[src/common/cssd_pkg.sv]
// Constants, register map and shared helpers of the clock source select and divide block.
// Assumes a 32-bit Wishbone register bus and oscillator ticks synchronous to ref_clk.
package cssd_pkg;

  localparam int REF_CLK_HZ = 50_000_000;
  localparam int MID_OSC_HZ = 8_000_000;
  localparam int WDT_OSC_HZ = 15_000;

  localparam logic [7:0] OFF_MAIN_OSC = 8'h00;
  localparam logic [7:0] OFF_SUB_OSC = 8'h04;
  localparam logic [7:0] OFF_HIGH_OSC = 8'h08;
  localparam logic [7:0] OFF_MID_OSC = 8'h0c;
  localparam logic [7:0] OFF_LOW_OSC = 8'h10;
  localparam logic [7:0] OFF_SRC_SEL = 8'h14;
  localparam logic [7:0] OFF_DIV_CTRL = 8'h18;
  localparam logic [7:0] OFF_PLL = 8'h1c;
  localparam logic [7:0] OFF_PLL_TWO = 8'h20;
  localparam logic [7:0] OFF_SECOND_PLL = 8'h24;
  localparam logic [7:0] OFF_USB_DIV = 8'h28;
  localparam logic [7:0] OFF_MAIN_MODE = 8'h2c;
  localparam logic [7:0] OFF_STATUS = 8'h30;

  localparam int NUM_OSC = 5;
  localparam int OSC_MAIN = 0;
  localparam int OSC_SUB = 1;
  localparam int OSC_HIGH = 2;
  localparam int OSC_MID = 3;
  localparam int OSC_LOW = 4;
  localparam logic [4:0] OSC_RUN_RST = 5'h18;

  typedef enum logic [2:0] {
    SRC_HIGH = 3'h0,
    SRC_MID = 3'h1,
    SRC_LOW = 3'h2,
    SRC_MAIN = 3'h3,
    SRC_SUB = 3'h4,
    SRC_PLL = 3'h5
  } cssd_src_t;

  typedef enum logic [1:0] {
    ST_RUN = 2'h0,
    ST_HOLD = 2'h1,
    ST_APPLY = 2'h3
  } cssd_sw_state_t;

  localparam int NUM_TREE = 8;
  localparam int DIV_FIELD_W = 4;
  localparam int DIV_CORE = 0;
  localparam int DIV_PA = 1;
  localparam int DIV_PB = 2;
  localparam int DIV_PC = 3;
  localparam int DIV_PD = 4;
  localparam int DIV_FLASH = 5;
  localparam int DIV_BUS = 6;
  localparam int DIV_TRACE = 7;
  localparam logic [31:0] DIV_CTRL_RST = 32'h0000_0000;
  localparam logic [2:0] MAX_DIV_LOG2 = 3'h6;

  localparam int PLL_PREDIV_LSB = 0;
  localparam int PLL_SRC_BIT = 4;
  localparam int PLL_MUL_LSB = 8;
  localparam int PLL_RUN_BIT = 16;
  localparam int PLL_FLL_BIT = 20;
  localparam logic [31:0] PLL_RST = 32'h0000_0000;
  localparam logic [3:0] USB_DIV_RST = 4'h4;

  localparam logic [7:0] SWITCH_HOLD_TICKS = 8'h40;

  localparam int ST_OSC_LSB = 0;
  localparam int ST_PLL_LOCK = 5;
  localparam int ST_SW_BUSY = 6;
  localparam int ST_STRAP_HIGH = 7;
  localparam int ST_WDT_RUN = 8;

  // Byte-lane merge for Wishbone writes.
  function automatic logic [31:0] cssd_merge(input logic [31:0] old_v, input logic [31:0] new_v,
                                             input logic [3:0] sel);
    logic [31:0] res;
    res = old_v;
    for (int b = 0; b < 4; b++) begin
      if (sel[b]) begin
        res[8*b +: 8] = new_v[8*b +: 8];
      end
    end
    return res;
  endfunction

  // A log2 ratio code becomes a divide-by-minus-one count; codes above six saturate.
  function automatic logic [7:0] cssd_div_m1(input logic [3:0] code);
    logic [2:0] c;
    c = (code > 4'(MAX_DIV_LOG2)) ? MAX_DIV_LOG2 : code[2:0];
    return 8'((9'h001 << c) - 9'h001);
  endfunction

endpackage

[src/hdl/cssd_clock_ctrl.sv]
// Clock source select and divide controller with a Wishbone register file.
// Assumes oscillator and PLL ticks and stable flags arrive synchronous to ref_clk.
//
// Added by the designer: the register offsets and the Wishbone slave port.
`timescale 1ns/10ps
module cssd_clock_ctrl #(
  parameter bit M33_VARIANT = 1'b1,
  parameter int SWITCH_TIMEOUT_CYC = 4096
) (
  input wire logic ref_clk,
  input wire logic rst_n,
  input wire logic wb_cyc_i,
  input wire logic wb_stb_i,
  input wire logic wb_we_i,
  input wire logic [7:0] wb_adr_i,
  input wire logic [3:0] wb_sel_i,
  input wire logic [31:0] wb_dat_i,
  output logic [31:0] wb_dat_o,
  output logic wb_ack_o,
  input wire logic opt_high_osc_start,
  input wire logic opt_wdt_osc_start,
  input wire logic [4:0] osc_tick_i,
  input wire logic [4:0] osc_stable_i,
  input wire logic pll_tick_i,
  input wire logic pll_lock_i,
  input wire logic second_pll_tick_i,
  input wire logic wdt_osc_tick_i,
  output logic [4:0] osc_run_o,
  output logic main_osc_ext_mode_o,
  output logic main_osc_xtal_drive_o,
  output logic pll_run_o,
  output logic pll_src_high_o,
  output logic [1:0] pll_prediv_o,
  output logic [5:0] pll_mul_o,
  output logic fll_en_o,
  output logic second_pll_run_o,
  output logic [5:0] second_pll_mul_o,
  output logic wdt_osc_run_o,
  output logic wdt_clk_tick_o,
  output logic cac_ref_tick_o,
  output logic system_core_clock_tick_o,
  output logic peripheral_clock_a_tick_o,
  output logic peripheral_clock_b_tick_o,
  output logic peripheral_clock_c_tick_o,
  output logic peripheral_clock_d_tick_o,
  output logic flash_interface_clock_tick_o,
  output logic ext_bus_clock_tick_o,
  output logic trace_clock_tick_o,
  output logic usb_clock_tick_o
);

  initial begin
    if (SWITCH_TIMEOUT_CYC < 1 || SWITCH_TIMEOUT_CYC > 65535) begin
      $error("cssd_clock_ctrl switch timeout out of range");
    end
  end

  localparam logic [15:0] TIMEOUT_LAST = 16'(SWITCH_TIMEOUT_CYC - 1);

  logic ack_ff;
  logic [31:0] dat_ff;
  logic [31:0] rd_data;
  logic init_ff;
  logic wr_en;
  logic [7:0] wr_adr;
  logic [4:0] osc_run_ff;
  logic [4:0] osc_run_rb_ff;
  logic strap_high_ff;
  logic wdt_run_ff;
  logic wdt_tick_ff;
  logic cac_tick_ff;
  logic [2:0] src_req_ff;
  logic [2:0] src_act_ff;
  logic [31:0] div_req_ff;
  logic [31:0] div_act_ff;
  logic [31:0] pll_ff;
  logic [3:0] pll_two_ff;
  logic [31:0] second_pll_ff;
  logic [3:0] usb_div_ff;
  logic ext_mode_ff;
  logic xtal_drive_ff;
  cssd_pkg::cssd_sw_state_t fsm_ff;
  cssd_pkg::cssd_sw_state_t nxt_fsm;
  logic [7:0] hold_cnt_ff;
  logic [15:0] timeout_ff;
  logic sel_tick;
  logic hold_done;
  logic tree_hold;
  logic tree_restart;
  logic [7:0] tree_tick;
  logic usb_src_tick;
  logic [3:0] usb_div_sel;
  logic [2:0] src_wr_val;
  logic [31:0] src_wr_word;

  assign wr_adr = {wb_adr_i[7:2], 2'b00};
  // Writes land at the edge where the master samples ack, and only after the straps are caught.
  assign wr_en = wb_cyc_i && wb_stb_i && wb_we_i && ack_ff && init_ff;
  assign wb_ack_o = ack_ff;
  assign wb_dat_o = dat_ff;

  always_ff @(posedge ref_clk) begin
    if (!rst_n) begin
      ack_ff <= 1'b0;
    end else begin
      ack_ff <= wb_cyc_i && wb_stb_i && !ack_ff;
    end
  end

  always_ff @(posedge ref_clk) begin
    if (!rst_n) begin
      dat_ff <= 32'h0000_0000;
    end else if (wb_cyc_i && wb_stb_i && !ack_ff) begin
      dat_ff <= rd_data;
    end
  end

  // Read-back of switch and oscillator registers shows the applied value.
  always_comb begin
    rd_data = 32'h0000_0000;
    case (wr_adr)
      cssd_pkg::OFF_MAIN_OSC: rd_data = {31'h0, osc_run_rb_ff[cssd_pkg::OSC_MAIN]};
      cssd_pkg::OFF_SUB_OSC: rd_data = {31'h0, osc_run_rb_ff[cssd_pkg::OSC_SUB]};
      cssd_pkg::OFF_HIGH_OSC: rd_data = {31'h0, osc_run_rb_ff[cssd_pkg::OSC_HIGH]};
      cssd_pkg::OFF_MID_OSC: rd_data = {31'h0, osc_run_rb_ff[cssd_pkg::OSC_MID]};
      cssd_pkg::OFF_LOW_OSC: rd_data = {31'h0, osc_run_rb_ff[cssd_pkg::OSC_LOW]};
      cssd_pkg::OFF_SRC_SEL: rd_data = {29'h0, src_act_ff};
      cssd_pkg::OFF_DIV_CTRL: rd_data = div_act_ff;
      cssd_pkg::OFF_PLL: rd_data = pll_ff;
      cssd_pkg::OFF_PLL_TWO: rd_data = {28'h0, pll_two_ff};
      cssd_pkg::OFF_SECOND_PLL: rd_data = second_pll_ff;
      cssd_pkg::OFF_USB_DIV: rd_data = {28'h0, usb_div_ff};
      cssd_pkg::OFF_MAIN_MODE: rd_data = {31'h0, ext_mode_ff};
      cssd_pkg::OFF_STATUS: rd_data = {23'h0, wdt_run_ff, strap_high_ff, fsm_ff != cssd_pkg::ST_RUN,
                                       pll_lock_i, osc_stable_i};
      default: rd_data = 32'h0000_0000;
    endcase
  end

  always_ff @(posedge ref_clk) begin
    if (!rst_n) begin
      init_ff <= 1'b0;
    end else begin
      init_ff <= 1'b1;
    end
  end

  // Straps are caught in the first cycle after release, never through the reset itself.
  always_ff @(posedge ref_clk) begin
    if (!rst_n) begin
      strap_high_ff <= 1'b0;
      wdt_run_ff <= 1'b0;
    end else if (!init_ff) begin
      strap_high_ff <= opt_high_osc_start;
      wdt_run_ff <= opt_wdt_osc_start;
    end
  end

  always_ff @(posedge ref_clk) begin
    if (!rst_n) begin
      osc_run_ff <= cssd_pkg::OSC_RUN_RST;
    end else if (!init_ff) begin
      osc_run_ff[cssd_pkg::OSC_HIGH] <= opt_high_osc_start;
    end else if (wr_en && wb_sel_i[0]) begin
      case (wr_adr)
        cssd_pkg::OFF_MAIN_OSC: osc_run_ff[cssd_pkg::OSC_MAIN] <= wb_dat_i[0];
        cssd_pkg::OFF_SUB_OSC: osc_run_ff[cssd_pkg::OSC_SUB] <= wb_dat_i[0];
        cssd_pkg::OFF_HIGH_OSC: osc_run_ff[cssd_pkg::OSC_HIGH] <= wb_dat_i[0];
        cssd_pkg::OFF_MID_OSC: osc_run_ff[cssd_pkg::OSC_MID] <= wb_dat_i[0];
        cssd_pkg::OFF_LOW_OSC: osc_run_ff[cssd_pkg::OSC_LOW] <= wb_dat_i[0];
        default: osc_run_ff <= osc_run_ff;
      endcase
    end
  end

  // An oscillator's read-back follows its request only once its stable flag agrees.
  always_ff @(posedge ref_clk) begin
    if (!rst_n) begin
      osc_run_rb_ff <= cssd_pkg::OSC_RUN_RST;
    end else begin
      for (int i = 0; i < cssd_pkg::NUM_OSC; i++) begin
        if (osc_stable_i[i] == osc_run_ff[i]) begin
          osc_run_rb_ff[i] <= osc_run_ff[i];
        end
      end
    end
  end

  assign osc_run_o = osc_run_ff;

  // The watchdog oscillator reaches only the watchdog and the accuracy reference.
  always_ff @(posedge ref_clk) begin
    if (!rst_n) begin
      wdt_tick_ff <= 1'b0;
      cac_tick_ff <= 1'b0;
    end else begin
      wdt_tick_ff <= wdt_osc_tick_i && wdt_run_ff;
      cac_tick_ff <= wdt_osc_tick_i && wdt_run_ff;
    end
  end

  assign wdt_osc_run_o = wdt_run_ff;
  assign wdt_clk_tick_o = wdt_tick_ff;
  assign cac_ref_tick_o = cac_tick_ff;

  assign src_wr_word = cssd_pkg::cssd_merge({29'h0, src_req_ff}, wb_dat_i, wb_sel_i);
  assign src_wr_val = src_wr_word[2:0];

  always_ff @(posedge ref_clk) begin
    if (!rst_n) begin
      src_req_ff <= cssd_pkg::SRC_MID;
      div_req_ff <= cssd_pkg::DIV_CTRL_RST;
    end else if (wr_en) begin
      // Codes beyond the PLL are not sources, and the watchdog oscillator has none.
      if (wr_adr == cssd_pkg::OFF_SRC_SEL && src_wr_val <= cssd_pkg::SRC_PLL) begin
        src_req_ff <= src_wr_val;
      end
      if (wr_adr == cssd_pkg::OFF_DIV_CTRL) begin
        div_req_ff <= cssd_pkg::cssd_merge(div_req_ff, wb_dat_i, wb_sel_i);
      end
    end
  end

  always_ff @(posedge ref_clk) begin
    if (!rst_n) begin
      pll_ff <= cssd_pkg::PLL_RST;
      pll_two_ff <= cssd_pkg::USB_DIV_RST;
      second_pll_ff <= cssd_pkg::PLL_RST;
      usb_div_ff <= cssd_pkg::USB_DIV_RST;
      ext_mode_ff <= 1'b0;
    end else if (wr_en) begin
      case (wr_adr)
        cssd_pkg::OFF_PLL: pll_ff <= cssd_pkg::cssd_merge(pll_ff, wb_dat_i, wb_sel_i);
        cssd_pkg::OFF_PLL_TWO: pll_two_ff <= wb_sel_i[0] ? wb_dat_i[3:0] : pll_two_ff;
        cssd_pkg::OFF_SECOND_PLL: second_pll_ff <= cssd_pkg::cssd_merge(second_pll_ff, wb_dat_i, wb_sel_i);
        cssd_pkg::OFF_USB_DIV: usb_div_ff <= wb_sel_i[0] ? wb_dat_i[3:0] : usb_div_ff;
        cssd_pkg::OFF_MAIN_MODE: ext_mode_ff <= wb_sel_i[0] ? wb_dat_i[0] : ext_mode_ff;
        default: pll_ff <= pll_ff;
      endcase
    end
  end

  // In external clock mode the crystal output is left undriven.
  always_ff @(posedge ref_clk) begin
    if (!rst_n) begin
      xtal_drive_ff <= 1'b0;
    end else begin
      xtal_drive_ff <= !ext_mode_ff && osc_run_ff[cssd_pkg::OSC_MAIN];
    end
  end

  assign main_osc_ext_mode_o = ext_mode_ff;
  assign main_osc_xtal_drive_o = xtal_drive_ff;
  assign pll_run_o = pll_ff[cssd_pkg::PLL_RUN_BIT];
  assign pll_src_high_o = pll_ff[cssd_pkg::PLL_SRC_BIT];
  assign pll_prediv_o = pll_ff[cssd_pkg::PLL_PREDIV_LSB +: 2];
  assign pll_mul_o = pll_ff[cssd_pkg::PLL_MUL_LSB +: 6];
  assign fll_en_o = pll_ff[cssd_pkg::PLL_FLL_BIT];
  assign second_pll_run_o = second_pll_ff[cssd_pkg::PLL_RUN_BIT];
  assign second_pll_mul_o = second_pll_ff[cssd_pkg::PLL_MUL_LSB +: 6];

  // A stopped source yields no ticks, so selecting it freezes the tree rather than glitching.
  always_comb begin
    sel_tick = 1'b0;
    case (src_act_ff)
      cssd_pkg::SRC_HIGH: sel_tick = osc_tick_i[cssd_pkg::OSC_HIGH] && osc_run_ff[cssd_pkg::OSC_HIGH];
      cssd_pkg::SRC_MID: sel_tick = osc_tick_i[cssd_pkg::OSC_MID] && osc_run_ff[cssd_pkg::OSC_MID];
      cssd_pkg::SRC_LOW: sel_tick = osc_tick_i[cssd_pkg::OSC_LOW] && osc_run_ff[cssd_pkg::OSC_LOW];
      cssd_pkg::SRC_MAIN: sel_tick = osc_tick_i[cssd_pkg::OSC_MAIN] && osc_run_ff[cssd_pkg::OSC_MAIN];
      cssd_pkg::SRC_SUB: sel_tick = osc_tick_i[cssd_pkg::OSC_SUB] && osc_run_ff[cssd_pkg::OSC_SUB];
      cssd_pkg::SRC_PLL: sel_tick = pll_tick_i && pll_ff[cssd_pkg::PLL_RUN_BIT];
      default: sel_tick = 1'b0;
    endcase
  end

  // Tree outputs are held silent until the old source runs a full longest ratio or the switch timeout ends, then the new
  // source starts every tree divider from zero: each gap spans at least the new period, and the old one unless timed out.
  assign hold_done = (sel_tick && hold_cnt_ff == 8'(cssd_pkg::SWITCH_HOLD_TICKS - 8'h01)) ||
                     (timeout_ff == TIMEOUT_LAST);
  assign tree_hold = fsm_ff != cssd_pkg::ST_RUN;
  assign tree_restart = fsm_ff == cssd_pkg::ST_APPLY;

  always_comb begin
    nxt_fsm = fsm_ff;
    case (fsm_ff)
      cssd_pkg::ST_RUN: begin
        if (src_req_ff != src_act_ff || div_req_ff != div_act_ff) begin
          nxt_fsm = cssd_pkg::ST_HOLD;
        end
      end
      cssd_pkg::ST_HOLD: begin
        if (hold_done) begin
          nxt_fsm = cssd_pkg::ST_APPLY;
        end
      end
      cssd_pkg::ST_APPLY: nxt_fsm = cssd_pkg::ST_RUN;
      default: nxt_fsm = cssd_pkg::ST_RUN;
    endcase
  end

  always_ff @(posedge ref_clk) begin
    if (!rst_n) begin
      fsm_ff <= cssd_pkg::ST_RUN;
      hold_cnt_ff <= 8'h00;
      timeout_ff <= 16'h0000;
    end else begin
      fsm_ff <= nxt_fsm;
      if (fsm_ff != cssd_pkg::ST_HOLD) begin
        hold_cnt_ff <= 8'h00;
        timeout_ff <= 16'h0000;
      end else begin
        hold_cnt_ff <= sel_tick ? 8'(hold_cnt_ff + 8'h01) : hold_cnt_ff;
        timeout_ff <= 16'(timeout_ff + 16'h0001);
      end
    end
  end

  always_ff @(posedge ref_clk) begin
    if (!rst_n) begin
      src_act_ff <= cssd_pkg::SRC_MID;
      div_act_ff <= cssd_pkg::DIV_CTRL_RST;
    end else if (fsm_ff == cssd_pkg::ST_HOLD && hold_done) begin
      src_act_ff <= src_req_ff;
      div_act_ff <= div_req_ff;
    end
  end

  for (genvar g = 0; g < cssd_pkg::NUM_TREE; g++) begin : g_tree
    cssd_divider #(
      .W(8)
    ) u_div (
      .ref_clk(ref_clk),
      .rst_n(rst_n),
      .src_tick(sel_tick),
      .restart(tree_restart),
      .hold(tree_hold),
      .div_m1(cssd_pkg::cssd_div_m1(div_act_ff[cssd_pkg::DIV_FIELD_W*g +: cssd_pkg::DIV_FIELD_W])),
      .tick_o(tree_tick[g])
    );
  end

  // The core tick also clocks the CPU, DMA, flash access and SDRAM.
  assign system_core_clock_tick_o = tree_tick[cssd_pkg::DIV_CORE];
  assign peripheral_clock_a_tick_o = tree_tick[cssd_pkg::DIV_PA];
  assign peripheral_clock_b_tick_o = tree_tick[cssd_pkg::DIV_PB];
  assign peripheral_clock_c_tick_o = tree_tick[cssd_pkg::DIV_PC];
  assign peripheral_clock_d_tick_o = tree_tick[cssd_pkg::DIV_PD];
  // Flash program, erase and data flash reads run on this tick, code reads do not.
  assign flash_interface_clock_tick_o = tree_tick[cssd_pkg::DIV_FLASH];
  assign ext_bus_clock_tick_o = tree_tick[cssd_pkg::DIV_BUS];
  assign trace_clock_tick_o = tree_tick[cssd_pkg::DIV_TRACE];

  assign usb_src_tick = (M33_VARIANT && second_pll_ff[cssd_pkg::PLL_RUN_BIT]) ? second_pll_tick_i :
                        (pll_tick_i && pll_ff[cssd_pkg::PLL_RUN_BIT]);
  assign usb_div_sel = M33_VARIANT ? usb_div_ff : pll_two_ff;

  cssd_divider #(
    .W(8)
  ) u_usb_div (
    .ref_clk(ref_clk),
    .rst_n(rst_n),
    .src_tick(usb_src_tick),
    .restart(1'b0),
    .hold(1'b0),
    .div_m1({4'h0, usb_div_sel}),
    .tick_o(usb_clock_tick_o)
  );

  reset_mid_src_a: assert property (@(posedge ref_clk) disable iff (!rst_n)
    !$past(rst_n) |-> src_act_ff == cssd_pkg::SRC_MID && osc_run_o[cssd_pkg::OSC_MID])
    else $error("system source is not the mid-speed oscillator after reset");

  reset_stopped_a: assert property (@(posedge ref_clk) disable iff (!rst_n)
    !$past(rst_n) |-> !osc_run_o[cssd_pkg::OSC_MAIN] && !pll_run_o)
    else $error("main oscillator or PLL running after reset");

  strap_load_a: assert property (@(posedge ref_clk) disable iff (!rst_n)
    !init_ff |=> osc_run_o[cssd_pkg::OSC_HIGH] == $past(opt_high_osc_start) &&
                 wdt_osc_run_o == $past(opt_wdt_osc_start))
    else $error("option straps not applied after reset");

  wdt_relay_a: assert property (@(posedge ref_clk) disable iff (!rst_n)
    wdt_clk_tick_o |-> $past(wdt_osc_tick_i) && $past(wdt_run_ff) && cac_ref_tick_o)
    else $error("watchdog tick without a running watchdog oscillator");

  osc_readback_a: assert property (@(posedge ref_clk) disable iff (!rst_n)
    $changed(osc_run_rb_ff) |-> ($past(osc_stable_i) & ($past(osc_run_rb_ff) ^ osc_run_rb_ff)) ==
                                (osc_run_rb_ff & ($past(osc_run_rb_ff) ^ osc_run_rb_ff)))
    else $error("oscillator read-back changed before the oscillator settled");

  switch_silent_a: assert property (@(posedge ref_clk) disable iff (!rst_n)
    fsm_ff != cssd_pkg::ST_RUN |=> tree_tick == 8'h00)
    else $error("tree clock ticked during a source switch");

  pending_hold_a: assert property (@(posedge ref_clk) disable iff (!rst_n)
    (fsm_ff == cssd_pkg::ST_RUN && src_req_ff != src_act_ff) |=> fsm_ff == cssd_pkg::ST_HOLD)
    else $error("pending source switch did not start the hold");

  apply_readback_a: assert property (@(posedge ref_clk) disable iff (!rst_n)
    $changed(src_act_ff) |-> $past(fsm_ff) == cssd_pkg::ST_HOLD && fsm_ff == cssd_pkg::ST_APPLY)
    else $error("applied source changed outside the switch sequence");

  xtal_release_a: assert property (@(posedge ref_clk) disable iff (!rst_n)
    main_osc_ext_mode_o && $past(main_osc_ext_mode_o) |-> !main_osc_xtal_drive_o)
    else $error("crystal output driven in external clock mode");

endmodule

[src/hdl/cssd_divider.sv]
// Tick divider: emits one output tick per div_m1+1 source ticks.
// Assumes source ticks are one-cycle pulses synchronous to ref_clk.
`timescale 1ns/10ps
module cssd_divider #(
  parameter int W = 8
) (
  input wire logic ref_clk,
  input wire logic rst_n,
  input wire logic src_tick,
  input wire logic restart,
  input wire logic hold,
  input wire logic [W-1:0] div_m1,
  output logic tick_o
);

  initial begin
    if (W < 1 || W > 16) begin
      $error("cssd_divider width out of range");
    end
  end

  logic [W-1:0] cnt_ff;
  logic tick_ff;
  logic wrap;

  assign wrap = src_tick && (cnt_ff >= div_m1);
  assign tick_o = tick_ff;

  always_ff @(posedge ref_clk) begin
    if (!rst_n || restart) begin
      cnt_ff <= '0;
    end else if (src_tick) begin
      cnt_ff <= wrap ? '0 : W'(cnt_ff + 1'b1);
    end
  end

  // Held ticks are swallowed, so a held output only ever shows longer periods.
  always_ff @(posedge ref_clk) begin
    if (!rst_n) begin
      tick_ff <= 1'b0;
    end else begin
      tick_ff <= wrap && !hold && !restart;
    end
  end

endmodule

[config.mk]
export PLATFORM = sky130hd
export DESIGN_NAME = cssd_clock_ctrl
export DESIGN_NICKNAME = d
export VERILOG_FILES = /design/src/common/cssd_pkg.sv /design/src/hdl/cssd_clock_ctrl.sv /design/src/hdl/cssd_divider.sv
export SDC_FILE = /design/constraint.sdc
export NUM_CORES = 1
export LEC_CHECK = 0
export BUFFER_PORTS_ARGS = -buffer_cell sky130_fd_sc_hd__buf_2
export CAP_MARGIN = 20
export CORE_UTILIZATION = 65
export DETAILED_ROUTE_END_ITERATION = 10
export GPL_ROUTABILITY_DRIVEN = 0
export PLACE_DENSITY = 0.86
export SLEW_MARGIN = 20
export SYNTH_ARGS = -nofsm -noshare
export SYNTH_HDL_FRONTEND = slang
export SYNTH_SLANG_ARGS = --single-unit
[constraint.sdc]
create_clock -name ref_clk -period 5.64 [get_ports ref_clk]
set_input_delay 0.564 -clock ref_clk [delete_from_list [all_inputs] [get_ports ref_clk]]
set_output_delay 0.564 -clock ref_clk [all_outputs]
set_load 0.02 [all_outputs]
==> results of run 1 <==
==> state kept, by name, summed over array words and instances, names as in the netlist, 2 cells and up <==
signal / flops
pll_two_ff: 4
g_tree.u_div.tick_o: 8
div_req_ff: 32
osc_run_rb_ff: 5
osc_run_o: 5
src_act_ff: 3
hold_cnt_ff: 8
timeout_ff: 16
g_tree.u_div.cnt_ff: 64
pll_ff: 32
u_usb_div.cnt_ff: 8
usb_div_ff: 4
wb_dat_o: 32
fsm_ff: 2
src_req_ff: 3
second_pll_ff: 32
div_act_ff: 32
==> area by class of cell <==
type / count / area, um^2
sequential: 298 / 5970
multi-input combinational: 1204 / 8360
inverter: 31 / 118
tap: 285 / 357
timing repair buffer: 142 / 736
fill: 1559 / 5890
clock inverter: 19 / 298
clock buffer: 38 / 842
==> synthesized netlist by cell type (all sizes together) (5+ instances only) <==
| cell type | n | area, um^2 |
|---|---|---|
| nand3 | 37 | 250 |
| nand2 | 126 | 475 |
| dfxtp | 298 | 5970 |
| a211oi | 9 | 72.6 |
| a222oi | 30 | 300 |
| and4 | 6 | 52.6 |
| xnor2 | 62 | 543 |
| nand4 | 48 | 300 |
| buf | 47 | 322 |
| and2 | 5 | 31.3 |
| nor3 | 18 | 134 |
| xor2 | 56 | 490 |
| a2111oi | 9 | 78.8 |
| a31oi | 11 | 68.8 |
| clkbuf | 59 | 223 |
| ha | 87 | 1090 |
| a21o | 19 | 143 |
| or3 | 10 | 62.6 |
| a21oi | 69 | 345 |
| a41o | 8 | 80.1 |
| or4 | 11 | 86.3 |
| o21ai | 49 | 249 |
| mux2i | 148 | 1480 |
| inv | 31 | 116 |
| and3 | 25 | 161 |
| nor2 | 241 | 930 |
| nor4b | 8 | 70.1 |
| nor4 | 24 | 150 |
| or4b | 7 | 70.1 |
| o31a | 8 | 70.1 |
| o21a | 12 | 90.1 |
| a22oi | 6 | 45.0 |
| nand2b | 16 | 100 |
==> per-stage QoR <==
step	setup slack, ns	power (mW)
floorplan	3.06	2.32
global placement	2.55	2.41
detailed placement	2.51	2.41
CTS	2.76	4.63
global route	2.55	4.75
finish	2.73	4.63
==> report_power, final <==
group          internal (mW)  switching, mW
logic                 0.0694          0.150
clock network           1.38          0.870
registers               2.13         0.0225
==> worst max-delay path by stage <==
stage                    from                   endpoint  depth (start not counted)
2_1_floorplan  div_act_ff[17]  g_tree[4].u_div.cnt_ff[0]                         10
3_3_place_gp      wb_adr_i[2]             div_req_ff[29]                          6
3_5_place_dp      wb_adr_i[2]             div_req_ff[26]                          6
4_1_cts        div_act_ff[20]  g_tree[5].u_div.cnt_ff[7]                          9
5_1_grt        div_act_ff[16]  g_tree[4].u_div.cnt_ff[7]                          9
6_report       div_act_ff[20]  g_tree[5].u_div.cnt_ff[7]                          9
==> critical path: cells and delay by family (launching register included) <==
kind | cells | cell delay [ns]
simple gates | 4 | 0.94
compound gates | 3 | 0.86
fa+ha+maj | 2 | 0.58
flops | 1 | 0.40
==> cells by family after synthesis <==
| logic type | after synthesis |
|---|---|
| AND/OR/NAND/NOR | 593 |
| buffers and inverters | 137 |
| multiplexers | 150 |
| adder cells (fa/ha/maj) | 87 |
| XOR/XNOR | 118 |
| AO/OA/AOI/OAI | 248 |
| flip-flops | 298 |
| other | 1 |
==> routing by layer <==
| layer | wire (um) | share of wire, % | track usage (%) |
|---|---|---|---|
| met1 | 15800 | 43 | 40.6 |
| met2 | 17000 | 46 | 50.2 |
| met3 | 2910 | 8.0 | 4.62 |
| met4 | 890 | 2.4 | 10.1 |
| met5 | 0 | 0 | 0 |
==> Flow_metrics.wiki, run 1 <==
{| class="wikitable"
! Metric !! Value
|-
| Static leakage || roughly 7.0 nW
|-
| Dominant combinational cell family by area after synthesis || simple AND/OR/NAND/NOR gates
|-
| Number of enable flip-flop cells after synthesis || 0
|-
| Die outline area || 23600 um^2
|-
| Port buffer count || roughly 130
|-
| Max Clock Skew || 0.0110 ns
|-
| Worst slew pin tran || 1.09 ns
|-
| Hold_sp || wdt_osc_tick_i
|-
| Sum Neg Setup Slack || 0 ns
|-
| Final Cell Area || 16700 um^2
|-
| Delay contributed by the slowest stage of the critical path || 0.59 ns
|-
| Async set-or-reset flop fraction in the synthesized netlist || 0%
|-
| Post-CTS setup-driven buffer insertion count || 0
|-
| # rows || 55
|-
| Count of nets after finishing || between 1500 and 2000
|-
| Final antenna diode count || 0
|-
| Largest net degree at the start of global routing || 86
|-
| Routed via count || 12600
|-
| Area share of fa/ha/maj cells after synthesis || 7.29%
|-
| Clk buf depth || 3
|-
| Clock root buffer || clkbuf_16
|-
| Routed WL per cell || 18.1 um
|-
| Top flip-flop cell by instance count after synthesis || dfxtp_1
|-
| Category of the worst setup path capture point || register
|-
| Path class of the lowest-slack min-delay path || input port to register
|-
| Synthesis-to-layout area growth || 11.6%
|-
| Relative slew margins || 27.0%
|-
| Cells along the critical path || or4_1 > ha_1 > nor2_1 > a31oi_1 > ha_1 > nand4_1 > o31a_1 > o21ai_1 > nor2_1
|-
| Overflow after GRT || 0
|-
| Clock-pin slew on the worst setup and hold paths || 0.06 ns
|-
| Post-synth design cell area || around 15000 um^2
|-
| Number of antenna violations at the first check in global routing || 0
|-
| Clock buffers created by TritonCTS || 31
|-
| Depth of the most critical reg-to-reg path || 9
|-
| Flop and latch count out of synthesis || 298
|-
| Flop-to-flop setup slack || 2.73 ns
|-
| Resized Gates After CTS || 0
|-
| Run status || completed
|-
| Final std cells w/o fill || 2017
|-
| Violation count after the first detailed-route iteration || 1110
|-
| Power per cell area || 277 nW/um^2
|-
| Most frequent standard cell in the layout excluding fill and tap cells || dfxtp_1
|-
| Cell with the biggest individual delay on the critical path || or4_1
|-
| Portion of netlist area occupied by mux cells || 10.1%
|-
| TritonCTS clock tree || done
|-
| Hpwl dp || 24800 um
|-
| Count of final hold-check violations || 0
|-
| Period minus WS final || 2.91 ns
|-
| Max-Cap Viols || 0
|-
| Critical path fanouts, max || 8
|-
| Yosys synthesis warning count || 0
|-
| Average via count per standard cell || between 6 and 7
|-
| H-tree levels || 1
|-
| Effective utilization at floorplan || 66.2%
|-
| Final setup fails || 0
|-
| Crit Reg-Reg Endpoint || g_tree[5].u_div.cnt_ff[7]
|-
| Post-Route WL || roughly 37000 um
|-
| Remaining antenna violation count after routing || 0
|-
| I/O pin cnt || 135
|-
| Skew-Pair Late Insertion Delay || 0.56 ns
|-
| Destination of the worst hold path || cac_ref_tick_o
|-
| Share of the core filled with cells in the final layout || 73.9%
|-
| Register area share after synthesis || 39.9%
|-
| Placed Area || about 16000 um^2
|-
| Leading cell types in the layout, fill and taps excluded || 298 x dfxtp_1, 236 x nor2_1, 148 x mux2i_1, 132 x buf_2, 125 x nand2_1
|-
| Final Hold Slack || 0.228 ns
|-
| Data arrival time at the worst-slack endpoint || 3.33 ns
|-
| TritonCTS sink count || 298
|-
| Required time at the worst-slack endpoint || 6.06 ns
|-
| Critical R2R Launch || div_act_ff[20]
|-
| Count of placed standard cells including taps || 1960
|-
| Global-route wire length before repair || 59200 um
|-
| Via count of the first global-routing pass || between 10000 and 15000
|-
| Area of the placeable core || 22600 um^2
|-
| Crit Path Category || register to register
|-
| Fraction of the mapped netlist area in compound gates || about 12%
|-
| Router iterations before antenna repair || 8
|-
| Hold buffer count at CTS || 0
|-
| Fraction of layout instances using a drive strength above 1 || 13.6%
|-
| Setup repair after global routing missed its margin || no
|-
| Global Route Usage Sum || 30.4%
|-
| Gate Count Post-Synth || 1632
|-
| Max VDD drop || 0.256 mV
|-
| Drt drc || 0
|-
| Post-synthesis share of cell area spent on xor and xnor gates || under 10%
|-
| Distinct cell type count of the synthesized netlist || 75
|-
| Height of the chip || between 150 and 200 um
|-
| Tcrit/Tclk final || 51.5%
|-
| CP startpoint kind || register
|-
| Slew Viols, Final || 0
|-
| Hold depth || 2
|-
| Die width || around 150 um
|-
| Fmax || approximately 340 MHz
|-
| Post-Syn Area per Cell || 9.15 um^2
|-
| Simple-gate share of the synthesized area || 19.8%
|}
Power figures use the tool's default switching activity.
==> run 2, diff against run 1 <==
ABC_AREA = 1   (was default)
CORE_UTILIZATION = 55   (was 65)
PLACE_DENSITY = 0.77   (was 0.86)
clock period = 2.5 ns   (was 5.64 ns; I/O delays follow)
==> run 2 against run 1 <==
  * Worst hold slack lost 0.22 ns
  * Non-clock buffer count grew 41
  * Global-route usage shrank 2.5 points
==> Flow_metrics.wiki, run 2 <==
{| class="wikitable"
! Metric !! Value
|-
| Most Crowded Layer GR || met2
|-
| Largest register by flop count || g_tree.u_div.cnt_ff
|-
| Max-Cap Viols || 0
|-
| Tcrit/Tclk final || 91.9%
|-
| Cell-internal power || 8.16 mW
|-
| Period minus WS final || around 2.3 ns
|-
| Count of final hold-check violations || 0
|-
| Sum Neg Setup Slack || 0 ns
|-
| Data arrival time at the worst-slack endpoint || 2.72 ns
|-
| Port buffer count || 132
|-
| Effective utilization at floorplan || 55.9%
|-
| Max VDD drop || about 0.53 mV
|-
| Routed via count || 14800
|-
| Path class of the lowest-slack min-delay path || input port to register
|-
| Post-synthesis share of cell area spent on xor and xnor gates || between 3 and 4%
|-
| Fraction of layout instances using a drive strength above 1 || 13.3%
|-
| Die width || roughly 170 um
|-
| Max Clock Skew || 0.0204 ns
|-
| CP startpoint kind || register
|-
| Via count of the first global-routing pass || 13700
|-
| Average via count per standard cell || approximately 5.3
|-
| Count of placed standard cells including taps || 2684
|-
| Fmax || 435 MHz
|-
| Required time at the worst-slack endpoint || 2.93 ns
|-
| Die outline area || 29000 um^2
|-
| Count of nets after finishing || 2510
|-
| Remaining antenna violation count after routing || 0
|-
| Gate Count Post-Synth || between 2000 and 2500
|-
| Global-route wire length before repair || 65600 um
|-
| Switching part of the total || 22.5%
|-
| Router iterations before antenna repair || 6
|-
| Run status || completed
|-
| Dominant combinational cell family by area after synthesis || simple AND/OR/NAND/NOR gates
|-
| Skew-Pair Late Insertion Delay || between 0.5 and 0.6 ns
|-
| Global-route met2 utilization || 44.9%
|-
| Most frequent standard cell in the layout excluding fill and tap cells || nand2_1
|-
| Fraction of power consumed by sequential logic || 45.7%
|-
| Power per cell area || 586 nW/um^2
|-
| Largest cells by area after synthesis || dfxtp_1 38%, nand2_1 12%, nor2_1 7.7%
|-
| Fraction of the mapped netlist area in compound gates || 12.4%
|-
| Crit Path Category || register to register
|-
| Final setup fails || 0
|-
| Grt met3 use || 4.79%
|-
| Synthesis-to-layout area growth || 15.4%
|-
| Worst slew pin tran || just under 0.8 ns
|-
| Pwr Total || ~11 mW
|-
| Clock root buffer || clkbuf_16
|-
| Cell type contributing the most total cell area after synthesis || dfxtp_1
|-
| Area share of the largest cell type after synthesis || 38.3%
|-
| Drt drc || 0
|-
| Relative slew margins || 47.4%
|-
| Routed WL per cell || approximately 15 um
|-
| Post-Route WL || 40100 um
|-
| Critical path fanouts, max || 7
|-
| Flop and latch count out of synthesis || 298
|-
| Clock buffers created by TritonCTS || 34
|-
| Number of antenna violations at the first check in global routing || 0
|-
| Leading cell types in the layout, fill and taps excluded || 484 x nand2_1, 313 x nor2_1, 285 x dfxtp_1, 238 x inv_1, 169 x o21ai_0
|-
| Post-Syn Area per Cell || ~7 um^2
|-
| Yosys synthesis warning count || 0
|-
| Placed Area || 16600 um^2
|-
| Hpwl dp || 28700 um
|-
| Area share of fa/ha/maj cells after synthesis || 6.99%
|-
| I/O pin cnt || 135
|-
| TritonCTS sink count || 298
|-
| Slew Viols, Final || 0
|-
| Violation count after the first detailed-route iteration || 1230
|-
| Setup repair after global routing missed its margin || yes
|-
| Register area share after synthesis || 38.3%
|-
| Height of the chip || 170 um
|-
| TritonCTS clock tree || done
|-
| Post-synth design cell area || between 15000 and 20000 um^2
|-
| Overflow after GRT || 0
|-
| Most frequently used cell type in the post-synthesis netlist || nand2_1
|-
| Share of the core filled with cells in the final layout || 64.5%
|-
| Clk buf depth || 3
|-
| Area of the placeable core || 27900 um^2
|-
| Final Hold Slack || 0.0108 ns
|-
| Async set-or-reset flop fraction in the synthesized netlist || 0%
|-
| GR Util met1 || 37.2%
|-
| Largest net degree at the start of global routing || 90
|-
| Global Route Usage Sum || between 20 and 30%
|-
| Largest register FFs || 64
|-
| Clock-pin slew on the worst setup and hold paths || 0.06 ns
|-
| Portion of netlist area occupied by mux cells || 0.0642%
|-
| Distinct cell type count of the synthesized netlist || 51
|-
| Final Cell Area || 18000 um^2
|-
| Simple-gate share of the synthesized area || 29.5%
|-
| H-tree levels || 2
|-
| Power share of the combinational group || around 4.7%
|-
| Clock power frac || 49.6%
|-
| Most used standard cells in the synthesized netlist || 490 x nand2_1, 321 x nor2_1, 298 x dfxtp_1, 239 x inv_1, 170 x o21ai_0
|-
| Number of filler cells placed in the layout || 2398
|-
| Top flip-flop cell by instance count after synthesis || dfxtp_1
|-
| Worst slack, placed || 0.141 ns
|-
| Final std cells w/o fill || 2758
|-
| # rows || 61
|-
| Number of enable flip-flop cells after synthesis || 0
|-
| Worst Slack Setup Final || 0.203 ns
|-
| Category of the worst setup path capture point || register
|-
| Net Switching || about 2.4 mW
|-
| Static leakage || 8.07 nW
|-
| Final antenna diode count || 0
|}
run 2: cell count changes in the layout (fill, tap and decap cells not counted), sizes merged, moves of 23 or more:
cell    before  now
nand3       37  122
a222oi      30    0
nand2      126  504
xnor2       62   24
nor2       241  346
mux2i      148    1
nor3        18   41
buf        142  169
nor4        24    1
a21oi       69  137
and3        25    0
o21ai       49  176
inv         32  252
run 2: critical path, cell delays in order (launching register included):
cell and delay, ns:
dfxtp_1 0.42, inv_1 0.16, nand3_1 0.14, ha_1 0.21, nor2_1 0.06, a31oi_1 0.19
ha_1 0.27, inv_1 0.07, nor3_1 0.06, nor3_2 0.15, nand2_1 0.07, nand2_1 0.07
nand2_1 0.18, nor3_1 0.18
run 2: cell type report:
type                            count  area (um^2)  area share (%)
Sequential cell                   298         5980            33.3
Clock inverter                     11          188            1.04
Tap cell                          378          473            2.63
Timing Repair Buffer              183         1110            6.15
Clock buffer                       47         1000            5.57
Multi-Input combinational cell   1589         8280            46.0
Inverter                          252          947            5.27
run 2: worst paths after layout:
check,from,end,slack [ns],depth (start not counted)
setup / recovery,div_act_ff[17],g_tree[4].u_div.cnt_ff[1],0.20,13
hold / removal,wb_dat_i[24],second_pll_ff[24],0.01,3
setup reg to reg,div_act_ff[17],g_tree[4].u_div.cnt_ff[1],0.20,13
hold reg to reg,hold_cnt_ff[4],hold_cnt_ff[4],0.44,2
run 2: cells by family after synthesis:
group                      count (synthesis)
other                                      1
adders and majority gates                 87
xor gates and xnor gates                  64
muxes                                      1
and+or+nand+nor                         1068
AOI/OAI and AO/OA                        361
DFF                                      298
buffers and inverters                    332
run 2: timing repair:
action	CTS	global route
hold buffers	14	0
gates resized for setup	0	33
setup buffers	0	2
hold endpoints to repair	17	0
endpoints found under the setup margin	0	56
run 2: routing by layer:
layer  routed length [um]  vias up
met5                    0        -
met4                 1310        0
met3                 2830       89
met2                18000      512
met1                17900     6755
li1                     -     7396
run 2: power groups by stage:
stage	clock, mW	sequential (mW)	combinational (mW)
3_5_place_dp	0	4.92	0.464
3_3_place_gp	0	4.91	0.454
2_1_floorplan	0	4.92	0.276
5_1_grt	5.49	4.81	0.549
6_report	5.23	4.81	0.493
4_1_cts	5.29	4.81	0.485
